### config.mk
export PLATFORM = sky130hd
export DESIGN_NAME = uie_top
export DESIGN_NICKNAME = d
export VERILOG_FILES = /design/src/pkg/uie_pkg.sv /design/src/pkg/uie_evt_if.sv /design/src/verilog/uie_top.sv /design/src/verilog/uie_hold_timer.sv /design/src/verilog/uie_err_latch.sv
export SDC_FILE = /design/constraint.sdc
export NUM_CORES = 1
export LEC_CHECK = 0
export BUFFER_PORTS_ARGS = -buffer_cell sky130_fd_sc_hd__buf_2
export CAP_MARGIN = 0
export CELL_PAD_IN_SITES_DETAIL_PLACEMENT = 1
export CELL_PAD_IN_SITES_GLOBAL_PLACEMENT = 1
export CORE_UTILIZATION = 35
export DETAILED_ROUTE_END_ITERATION = 10
export PLACE_DENSITY_LB_ADDON = 0.1
export SLEW_MARGIN = 15
export SYNTH_ARGS = -nofsm -noshare
export SYNTH_HDL_FRONTEND = slang
export SYNTH_HIERARCHICAL = 1
export SYNTH_SLANG_ARGS = --single-unit
export TNS_END_PERCENT = 20
### constraint.sdc
create_clock -name sys_clk -period 2 [get_ports sys_clk]
set_input_delay 0.4 -clock sys_clk [delete_from_list [all_inputs] [get_ports sys_clk]]
set_output_delay 0.4 -clock sys_clk [all_outputs]
set_load 0.02 [all_outputs]
### src/pkg/uie_pkg.sv
// Purpose: Shared constants for the USB interrupt status and enable block
// Assumes: 200 MHz sys_clk, 8-bit register port
// Notes:   Offsets are register indices on the plain register port
package uie_pkg;
  localparam logic [3:0] OFS_FLAGS     = 4'h0;
  localparam logic [3:0] OFS_ENABLES   = 4'h1;
  localparam logic [3:0] OFS_ERR_FLAGS = 4'h2;
  localparam logic [3:0] OFS_ERR_ENBS  = 4'h3;
  localparam logic [3:0] OFS_TXN_STAT  = 4'h4;

  localparam int BIT_STALL  = 7;
  localparam int BIT_RESUME = 5;
  localparam int BIT_SLEEP  = 4;
  localparam int BIT_TOKDN  = 3;
  localparam int BIT_SOF    = 2;
  localparam int BIT_ERROR  = 1;
  localparam int BIT_BUSRST = 0;

  localparam logic [7:0] IMPL_MASK   = 8'hbf;
  localparam logic [7:0] RESET_FLAGS = 8'h00;
  localparam logic [7:0] RESET_ENBS  = 8'h00;

  localparam int CLK_MHZ       = 200;
  localparam int RESUME_NS     = 2500;
  localparam int BUSRST_NS     = 2500;
  localparam int IDLE_US       = 3000;
  localparam int RESUME_CYCLES = (RESUME_NS * CLK_MHZ + 999) / 1000;
  localparam int BUSRST_CYCLES = (BUSRST_NS * CLK_MHZ + 999) / 1000;
  localparam int IDLE_CYCLES   = IDLE_US * CLK_MHZ;
endpackage : uie_pkg

### src/pkg/uie_evt_if.sv
// Purpose: Carries bus condition levels to a timer and its event pulse back to the flag logic
// Assumes: Single sys_clk domain
// Notes:   Timer drives the qualified event pulses
`timescale 1ns/1ps
interface uie_evt_if;
  logic cond;
  logic clear;
  logic hit;
  modport timer (input cond, input clear, output hit);
  modport user  (output cond, output clear, input hit);
endinterface : uie_evt_if

### src/verilog/uie_top.sv
// Purpose: USB interrupt status and enable registers with one request line
// Assumes: Bus condition and event inputs synchronous to sys_clk
// Notes:   Register port is 8 bits wide, read data one cycle after strobe
`timescale 1ns/1ps
module uie_top #(
  parameter int IDLE_COUNT = uie_pkg::IDLE_CYCLES
) (
  // Clock and reset
  input  wire logic       sys_clk,
  input  wire logic       rstn,
  // Register port
  input  wire logic [3:0] reg_addr,
  input  wire logic [7:0] reg_wdata,
  input  wire logic       reg_wr,
  input  wire logic       reg_rd,
  output logic      [7:0] reg_rdata,
  // Serial engine events and bus levels
  input  wire logic       stall_sent,
  input  wire logic       txn_done,
  input  wire logic [7:0] txn_stat_in,
  input  wire logic       sof_rcvd,
  input  wire logic [7:0] err_pulse,
  input  wire logic       bus_idle,
  input  wire logic       bus_kstate,
  input  wire logic       bus_se0,
  // Interrupt request
  output logic            usb_irq
);
  typedef struct packed {
    logic [7:0]  flags;
    logic [7:0]  enbs;
    logic [7:0]  txn_stat;
    logic [7:0]  txn_hold;
    logic        hold_valid;
    logic [7:0]  rdata;
    logic        irq;
    // Check-only run lengths; synthesis drops them as unread
    logic [31:0] kstate_run;
    logic [31:0] se0_run;
    logic [31:0] idle_run;
    logic        busrst_seen;
  } uie_top_st_t;

  uie_top_st_t st_r;
  uie_top_st_t st_nxt;

  uie_evt_if idle_evt ();
  uie_evt_if resume_evt ();
  uie_evt_if busrst_evt ();

  logic [7:0] err_flags;
  logic [7:0] err_enbs;
  logic       err_any;
  logic [7:0] err_clr;
  logic       err_enb_we;
  logic       flags_wr;
  logic       enbs_wr;
  logic [7:0] set_vec;
  logic [7:0] clr_vec;
  logic       tokdn_clr;

  function automatic logic hit(input logic [3:0] a, input logic [3:0] ofs);
    hit = (a == ofs);
  endfunction : hit

  // Saturating run length of a bus level; only the checks below read it
  function automatic logic [31:0] run_len(input logic lvl, input logic [31:0] cur);
    if (!lvl) begin
      run_len = 32'h0000_0000;
    end else if (cur == 32'hffff_ffff) begin
      run_len = cur;
    end else begin
      run_len = cur + 32'h0000_0001;
    end
  endfunction : run_len

  assign flags_wr   = reg_wr && hit(reg_addr, uie_pkg::OFS_FLAGS);
  assign enbs_wr    = reg_wr && hit(reg_addr, uie_pkg::OFS_ENABLES);
  assign err_enb_we = reg_wr && hit(reg_addr, uie_pkg::OFS_ERR_ENBS);
  assign err_clr    = (reg_wr && hit(reg_addr, uie_pkg::OFS_ERR_FLAGS)) ? reg_wdata : 8'h00;

  // Only bus_idle going low breaks the idle stretch; timer clears are tied low
  assign idle_evt.cond    = bus_idle;
  assign idle_evt.clear   = 1'b0;
  assign resume_evt.cond  = bus_kstate;
  assign resume_evt.clear = 1'b0;
  assign busrst_evt.cond  = bus_se0;
  assign busrst_evt.clear = 1'b0;

  uie_hold_timer #(.COUNT(IDLE_COUNT)) u_idle (
    .sys_clk (sys_clk),
    .rstn    (rstn),
    .evt     (idle_evt)
  );

  uie_hold_timer #(.COUNT(uie_pkg::RESUME_CYCLES)) u_resume (
    .sys_clk (sys_clk),
    .rstn    (rstn),
    .evt     (resume_evt)
  );

  uie_hold_timer #(.COUNT(uie_pkg::BUSRST_CYCLES)) u_busrst (
    .sys_clk (sys_clk),
    .rstn    (rstn),
    .evt     (busrst_evt)
  );

  uie_err_latch u_err (
    .sys_clk   (sys_clk),
    .rstn      (rstn),
    .err_pulse (err_pulse),
    .clr_mask  (err_clr),
    .enb_we    (err_enb_we),
    .enb_wdata (reg_wdata),
    .err_flags (err_flags),
    .err_enbs  (err_enbs),
    .err_any   (err_any)
  );

  always_comb begin
    set_vec = 8'h00;
    set_vec[uie_pkg::BIT_STALL]  = stall_sent;
    set_vec[uie_pkg::BIT_RESUME] = resume_evt.hit;
    set_vec[uie_pkg::BIT_SLEEP]  = idle_evt.hit;
    set_vec[uie_pkg::BIT_TOKDN]  = txn_done;
    set_vec[uie_pkg::BIT_SOF]    = sof_rcvd;
    set_vec[uie_pkg::BIT_ERROR]  = err_any;
    set_vec[uie_pkg::BIT_BUSRST] = busrst_evt.hit;
  end

  assign clr_vec   = flags_wr ? reg_wdata : 8'h00;
  assign tokdn_clr = clr_vec[uie_pkg::BIT_TOKDN] && st_r.flags[uie_pkg::BIT_TOKDN];

  always_comb begin
    st_nxt = st_r;
    // Set wins over a same-cycle write-one clear
    st_nxt.flags = ((st_r.flags & ~clr_vec) | set_vec) & uie_pkg::IMPL_MASK;
    if (enbs_wr) begin
      st_nxt.enbs = reg_wdata & uie_pkg::IMPL_MASK;
    end
    // Status of a finished transaction; a second one waits in the holding entry
    if (tokdn_clr) begin
      if (st_r.hold_valid) begin
        st_nxt.txn_stat   = st_r.txn_hold;
        st_nxt.hold_valid = 1'b0;
        st_nxt.flags[uie_pkg::BIT_TOKDN] = 1'b1;
      end else begin
        st_nxt.txn_stat = 8'h00;
      end
    end
    if (txn_done) begin
      if (st_r.flags[uie_pkg::BIT_TOKDN] && !tokdn_clr) begin
        st_nxt.txn_hold   = txn_stat_in;
        st_nxt.hold_valid = 1'b1;
        // Holding entry is one deep; a third status overwrites it
      end else if (tokdn_clr && st_r.hold_valid) begin
        st_nxt.txn_hold   = txn_stat_in;
        st_nxt.hold_valid = 1'b1;
      end else begin
        st_nxt.txn_stat = txn_stat_in;
      end
    end
    st_nxt.irq = |(st_nxt.flags & st_nxt.enbs);
    st_nxt.kstate_run  = run_len(bus_kstate, st_r.kstate_run);
    st_nxt.se0_run     = run_len(bus_se0, st_r.se0_run);
    st_nxt.idle_run    = run_len(bus_idle, st_r.idle_run);
    st_nxt.busrst_seen = bus_se0 && (st_r.busrst_seen || busrst_evt.hit);
    st_nxt.rdata = 8'h00;
    if (reg_rd) begin
      case (reg_addr)
        uie_pkg::OFS_FLAGS:     st_nxt.rdata = st_r.flags;
        uie_pkg::OFS_ENABLES:   st_nxt.rdata = st_r.enbs;
        uie_pkg::OFS_ERR_FLAGS: st_nxt.rdata = err_flags;
        uie_pkg::OFS_ERR_ENBS:  st_nxt.rdata = err_enbs;
        uie_pkg::OFS_TXN_STAT:  st_nxt.rdata = st_r.txn_stat;
        default:                st_nxt.rdata = 8'h00;
      endcase
    end
  end

  always_ff @(posedge sys_clk) begin
    if (!rstn) begin
      st_r       <= '0;
      st_r.flags <= uie_pkg::RESET_FLAGS;
      st_r.enbs  <= uie_pkg::RESET_ENBS;
    end else begin
      st_r <= st_nxt;
    end
  end

  assign reg_rdata = st_r.rdata;
  assign usb_irq   = st_r.irq;
endmodule : uie_top

### src/verilog/uie_hold_timer.sv
// Purpose: Raises one pulse when a condition has held for a set count
// Assumes: Condition is synchronous to sys_clk
// Notes:   Pulse fires once per unbroken stretch of the condition
`timescale 1ns/1ps
module uie_hold_timer #(
  parameter int COUNT = 500
) (
  // Clock and reset
  input  wire logic sys_clk,
  input  wire logic rstn,
  // Condition
  uie_evt_if.timer  evt
);
  typedef struct packed {
    logic [31:0] cnt;
    logic        done;
    logic        hit;
  } uie_ht_st_t;

  uie_ht_st_t st_r;
  uie_ht_st_t st_nxt;

  always_comb begin
    st_nxt     = st_r;
    st_nxt.hit = 1'b0;
    if (!evt.cond || evt.clear) begin
      // Any break restarts the count and re-arms the pulse
      st_nxt.cnt  = 32'h0;
      st_nxt.done = 1'b0;
    end else if (!st_r.done) begin
      if (st_r.cnt == 32'(COUNT - 1)) begin
        st_nxt.hit  = 1'b1;
        st_nxt.done = 1'b1;
      end else begin
        st_nxt.cnt = st_r.cnt + 32'h1;
      end
    end
  end

  always_ff @(posedge sys_clk) begin
    if (!rstn) begin
      st_r <= '0;
    end else begin
      st_r <= st_nxt;
    end
  end

  assign evt.hit = st_r.hit;
endmodule : uie_hold_timer

### src/verilog/uie_err_latch.sv
// Purpose: Sticky error source flags with enables and combined error
// Assumes: Error pulses synchronous to sys_clk
// Notes:   Set wins over a same-cycle clear
`timescale 1ns/1ps
module uie_err_latch (
  // Clock and reset
  input  wire logic       sys_clk,
  input  wire logic       rstn,
  // Sources and software access
  input  wire logic [7:0] err_pulse,
  input  wire logic [7:0] clr_mask,
  input  wire logic       enb_we,
  input  wire logic [7:0] enb_wdata,
  // State
  output logic      [7:0] err_flags,
  output logic      [7:0] err_enbs,
  output logic            err_any
);
  typedef struct packed {
    logic [7:0] flags;
    logic [7:0] enbs;
  } uie_el_st_t;

  uie_el_st_t st_r;
  uie_el_st_t st_nxt;

  always_comb begin
    st_nxt       = st_r;
    st_nxt.flags = (st_r.flags & ~clr_mask) | err_pulse;
    if (enb_we) begin
      st_nxt.enbs = enb_wdata;
    end
  end

  always_ff @(posedge sys_clk) begin
    if (!rstn) begin
      st_r <= '0;
    end else begin
      st_r <= st_nxt;
    end
  end

  assign err_flags = st_r.flags;
  assign err_enbs  = st_r.enbs;
  assign err_any   = |(st_r.flags & st_r.enbs);
endmodule : uie_err_latch

# [Word level (Yosys, flattened, before mapping)]
# Index checks and enable logic that the tools add are counted.
[totals] register_bits=160 input_bits=38 out_inout_bits=9 word_cells=90
[op_classes] n_addsub=3 eq_ne=7 mux=20 n_bitwise=18 n_reduce_logical=23
[ops] operator="$add 32x1->32 const B" count=3
[ops] operator="$eq 32x9->1 const B" count=2
[ops] operator="$mux 8" count=7
[ops] operator="$pmux 8 s5" count=1
[ops] operator="$and 8x8->8" count=4
[ops] operator="$eq 32x20->1 const B" count=1
[ops] operator="$mux 9" count=2
[ops] operator="$mux 17" count=1
[ops] operator="$not 8->8" count=2
[ops] operator="$or 8x8->8" count=2
[ops] operator="$reduce_and 2->1" count=8
[ops] operator="$reduce_or 8->1" count=2
[ops] operator="$mux 2" count=6
[ops] operator="$not 1->1" count=10
[ops] operator="$reduce_or 3->1" count=3
[ops] operator="$eq 4x2->1 const B" count=2
[ops] operator="$logic_and 1x1->1" count=7
[ops] operator="$eq 4x1->1 const B" count=1
[ops] operator="$eq 4x3->1 const B" count=1
[ops] operator="$logic_not 4->1" count=1
[ops] operator="$mux 1" count=3
[ops] operator="$reduce_bool 2->1" count=1
[ops] operator="$logic_not 1->1" count=1

# [Longest topological paths before layout]
[logic_depth] depth_word=10 mapped_depth=7 depth_no_buf=6

# [By module]
# Netlist, hierarchy kept.
[modules_own_cells] module="uie_hold_timer at u_busrst ..." instances=2 cells_per_inst=209 area_each_um2=1759.2 seq_area_each_um2=680.7
[modules_own_cells] module="uie_top" instances=1 cells_per_inst=203 area_each_um2=1845.5 seq_area_each_um2=800.8
[modules_own_cells] module="uie_hold_timer at u_idle" instances=1 cells_per_inst=191 area_each_um2=1645.3 seq_area_each_um2=680.7
[modules_own_cells] module="uie_err_latch" instances=1 cells_per_inst=55 area_each_um2=615.6 seq_area_each_um2=320.3

# [Least setup slack after synthesis]
# Ideal clock, no wire load.
[synth_timing] path_type="reg2reg" startpoint="register u_idle/st_r[2] in the netlist's numbering" endpoint="register u_idle/st_r[3] in the netlist's numbering" setup_time_ps=128 arrival_time_ps=1777 t_required_ps=1872 slack_ps=96 stages_incl_launch_ff=8 path_buffers=1 period_less_slack_ps=1904 path_cell_list="dfxtp_1 ha_1 nor4bb_1 nand4_1 o41ai_2 buf_6 mux2i_1 nor2_1"
[synth_between] elab_chain_cells=3 elab_cells_between_ends=4 classes_between="add/sub: 1; eq/ne: 1; bitwise: 1; reduce/logical: 1"
[synth_lines] element="start: declaration" line="uie_hold_timer.sv:20" rtl="uie_ht_st_t st_r;"
[synth_lines] element="start signal: assignment" line="uie_hold_timer.sv:44" rtl="st_r <= st_nxt;"
[synth_lines] element="parallel branches: the longest is 3 deep, another holds $add 32x1->32"
# Parallel ways; which one is timed is not known.
# A chain may end at the register's enable or synchronous reset.

# [Worst setup path in the final report]
[layout_timing] startpoint="register u_busrst/st_r[11] in the netlist's numbering" endpoint="register u_busrst/st_r[24] in the netlist's numbering"
[layout_between] elab_chain_cells=3 elab_cells_between_ends=4 classes_between="add/sub: 1; eq/ne: 1; bitwise: 1; reduce/logical: 1"
[layout_lines] element="start: declaration" line="uie_hold_timer.sv:20"
[layout_lines] element="start signal: assignment" line="uie_hold_timer.sv:44"
[layout_lines] element="parallel branches: the longest is 3 deep, another holds $add 32x1->32"
# Parallel ways; which one is timed is not known.

==> reports/results.txt <==
The flop and latch count out of synthesis works out to 158. During I/O placement, the number of pins put on the boundary was 47. After detailed routing, the number of vias per cell comes to 5.505.

The slowest stage of the critical path belongs to the cell sky130_fd_sc_hd__or4_4. Global-route wire length before repair: 36470 um. The buffering stage count on the worst path with inverters included came out at 1. The combined area of all synthesized cells was 7625 sq um; the height of the die was 149.6 um. Area growth from synthesis to layout: 20.58%. The clock transition time at the flip-flop clock pins of the worst setup and hold paths was 0.07 ns. Kind of start point of the critical path: a register. The worst-case IR drop observed on VDD is 446.8 uV. The slew at the pin closest to its max-slew limit works out to 0.5709 ns. The tools report the number of hold violations in the final report as 0. The net count of the finished layout is 1019. Measured along the x axis, the die boundary spans 149.6 um. The peak clock frequency supported by timing is 522.8 MHz. Dividing the detail-routed wire length by the instance count gives 17.42 um.

The startpoint of the tightest hold check path was err_pulse[4]. For the sequential element share of the synthesized area, the log shows 0.4148. For the pin count of the biggest net entering global routing, the log shows 27. The highest net fanout along the worst path is 6.

The number of antenna violations at the first check in global routing is 0, and the number of diodes is 0. In this run the worst setup path begins at u_busrst/st_r[11]$_SDFFE_PP0P_. The total count of max-transition violations in the final report came out at 0.

The tool flagged a number of max-cap violations equal to 0. Once layout is complete, the cells apart from fillers number 1266. The endpoint class of the critical path is a register. The first TritonRoute pass finished after 5 iterations. The run gives 7254 as the via count of the first global-routing pass. The fraction of post-synthesis cell area in the top cell type by area was 0.4148. After detailed routing, the total wire length is 22060 um. The worst relative slew slack is 0.6085, and the final standard cell utilization of the core is 0.4333. The portion of the clock cycle consumed by the worst path in the final layout was 0.9564; the slack of the worst reg-to-reg path was 0.09 ns.

Traced cell by cell, the critical path runs through nand4b_4 -> or4_4 -> buf_4 -> or4_1 -> a21oi_1. After detailed routing, the number of remaining DRC violations is 0. The critical setup path kind is reg -> reg.

The clock sink count is 158, and the die outline area is 22380 sq um. The area of placed instances is 8546 sq um, and the critical path depth in cells is 5. At the end of routability-driven placement, the weighted congestion stood at 0.8709.

Clock tree synthesis inserted a total of 17 buffers. The required time at the worst-slack endpoint is 2.37 ns. The biggest area contributor in the post-synthesis netlist is sky130_fd_sc_hd__dfxtp_1. The kind of cell with the highest combined delay along the critical path is simple AND/OR/NAND/NOR gates. The CTS H-tree depth was 4. During placement, the flow inserted port buffers numbering 46. The antenna violation net count after detailed routing was 0; the shortest clock period the worst path allows after layout was 1.913 ns.

Ranked by total cell area, the synthesized netlist is headed by sky130_fd_sc_hd__dfxtp_1 (41%), sky130_fd_sc_hd__nor2_1 (3.8%), sky130_fd_sc_hd__mux2i_1 (3.5%). After synthesis, the most frequently instantiated cells are sky130_fd_sc_hd__dfxtp_1 (158), sky130_fd_sc_hd__nor2_1 (77), sky130_fd_sc_hd__nand2_1 (63). The clock passes through at most 2 buffers. The share of cells above drive strength 1 is 0.1978, and the number of core rows is 53. The worst register-to-register path ends at u_busrst/st_r[24]$_SDFFE_PP0P_. The number of cell instances on the worst register-to-register path was 5; the fraction of registers with async set or reset after synthesis was 0. The detailed router's first-iteration violation count was 297.

TritonCTS built the clock tree. The logs give 0.3593 for the starting density of the core and 0 for the number of buffers inserted by hold repair at cts. In this run the power density over the cells is 717.8 nW/um^2.

Worst min-delay path category: in -> reg. After synthesis, the netlist uses 61 different library cells. The flow ran to the end, and the final reports show no timing, DRC or antenna violations. The number of enable flip-flop cells after synthesis came out at 0.

The logs give 9194 sq um for the final non-filler cell area and 0.44 ns for the later-pin clock latency in the skew report. Gate count after technology mapping: 867. The number of instances in the placed design came out at 1227. The arrival time of data at the critical path endpoint came out at 2.28 ns.

The worst register-to-register path begins at u_busrst/st_r[11]$_SDFFE_PP0P_. The worst-case clock skew came out at 0.01655 ns. Critical path capture point: u_busrst/st_r[24]$_SDFFE_PP0P_. The overall overflow remaining after global route was 0. Total routing resource utilization after global routing: 0.2056. The most frequently used flop master after synthesis is sky130_fd_sc_hd__dfxtp_1. The average size of a mapped cell is 8.794 sq um, and the core footprint is 21220 sq um. Setup violations remaining at the end of the flow were counted as 0. Detailed routing inserted a total of 6969 vias. The peak per-stage delay on the critical path is 0.61 ns, and the leakage power figure is 3.301 nW. The tools report the warning count from the yosys run as 6.

The tree is rooted in a sky130_fd_sc_hd__clkbuf_16. Yosys instantiated no cell more often than sky130_fd_sc_hd__dfxtp_1. Setup repair after global routing could not meet its margin everywhere.

The placed wire-length estimate came out at 16350 um.
layout make-up:
class | instances | area [sq um]
fill | 2523 | 12030
multi-input combinational | 654 | 4213
sequential | 158 | 3174
timing repair buffer | 126 | 830.8
clock buffer | 17 | 425.4
tap | 275 | 344.1
clock inverter | 15 | 127.6
inverter | 21 | 78.83
worst reg2reg max path, delay by kind of cell, from the launching register on:
family / cells / cell delay [ns]
buffers and inverters: 1 / 0.16
flip-flops: 1 / 0.39
AO/OA/AOI/OAI: 1 / 0.15
AND/OR/NAND/NOR: 3 / 1.16
power breakdown:
| group | switching [W] | internal (W) | total [W] |
|---|---|---|---|
| registers | 0.0000365 | 0.00319 | 0.00323 |
| clock network | 0.00146 | 0.00163 | 0.00309 |
| logic | 0.000164 | 0.000123 | 0.000287 |
| total | 0.00166 | 0.00494 | 0.00660 |
stage by stage:
stage | TNS (ns) | hold slack, ns | power [W] | worst slack, ns
3_3_place_gp | 0 | 0.4593 | 0.003567 | 0.07943
4_1_cts | 0 | 0.1572 | 0.006702 | 0.02825
6_report | 0 | 0.1804 | 0.006600 | 0.08722
5_1_grt | -0.01834 | 0.1582 | 0.006883 | -0.009293
3_5_place_dp | 0 | 0.4743 | 0.003583 | 0.006445
2_1_floorplan | 0 | 0.4428 | 0.003440 | 0.09565
layer usage:
| layer | up-vias | GRT usage | share of wire |
|---|---|---|---|
| met5 | - | 0 | 0 |
| met4 | 0 | 0.07041 | 0.018 |
| met3 | 29 | 0.04146 | 0.028 |
| met2 | 95 | 0.3414 | 0.48 |
| met1 | 3418 | 0.2635 | 0.47 |
| li1 | 3427 | - | - |
logic make-up (layout without fill, tap and decap cells):
logic type | Yosys count | after routing | synth area share
muxes | 27 | 27 | 0.03544
DFF | 158 | 158 | 0.4148
buffers and inverters | 63 | 179 | 0.04119
adders and majority gates | 3 | 3 | 0.004923
xor gates and xnor gates | 45 | 45 | 0.05169
and+or+nand+nor | 432 | 433 | 0.3298
AOI/OAI and AO/OA | 138 | 138 | 0.1216
other | 1 | 8 | 0.0004918
what timing repair did:
action,4_1_cts,5_1_grt
gates resized for setup,0,14
pin swaps,1,4
cloned,0,1
buffers inserted,0,6
setup endpoints to repair,1,10
registers in the layout, indices dropped and copies added (netlist names), 8 cells and up:
| name | flops |
|---|---|
| u_idle/st_r | 33 |
| st_r | 31 |
| u_busrst/st_r | 33 |
| u_err/err_enbs | 8 |
| u_resume/st_r | 33 |
| u_err/err_flags | 8 |
| reg_rdata | 8 |
worst min path at each step:
stage | to | slack, ns | cells past startpoint
2_1_floorplan | st_r[107]$_SDFFE_PN0P_ | 0.44 | 2
5_1_grt | u_err/err_flags[4]$_SDFF_PN0_ | 0.16 | 2
3_3_place_gp | st_r[109]$_SDFFE_PN0P_ | 0.46 | 2
4_1_cts | u_err/err_flags[4]$_SDFF_PN0_ | 0.16 | 2
6_report | u_err/err_flags[4]$_SDFF_PN0_ | 0.18 | 2
3_5_place_dp | st_r[114]$_SDFFE_PN0P_ | 0.47 | 2
cells in the final DEF, fill, tap and decap left out, types with 22 or more instances in the layout:
master and instances:
sky130_fd_sc_hd__a21oi_1 31, sky130_fd_sc_hd__buf_2 46, sky130_fd_sc_hd__buf_4 80, sky130_fd_sc_hd__dfxtp_1 149, sky130_fd_sc_hd__mux2i_1 27, sky130_fd_sc_hd__nand2_1 63
sky130_fd_sc_hd__nand3_1 40, sky130_fd_sc_hd__nand4_1 35, sky130_fd_sc_hd__nor2_1 77, sky130_fd_sc_hd__nor2b_1 37, sky130_fd_sc_hd__nor4_1 39, sky130_fd_sc_hd__xnor2_1 22
sky130_fd_sc_hd__xor2_1 23
Note: power is estimated with default switching activity, not from simulation.
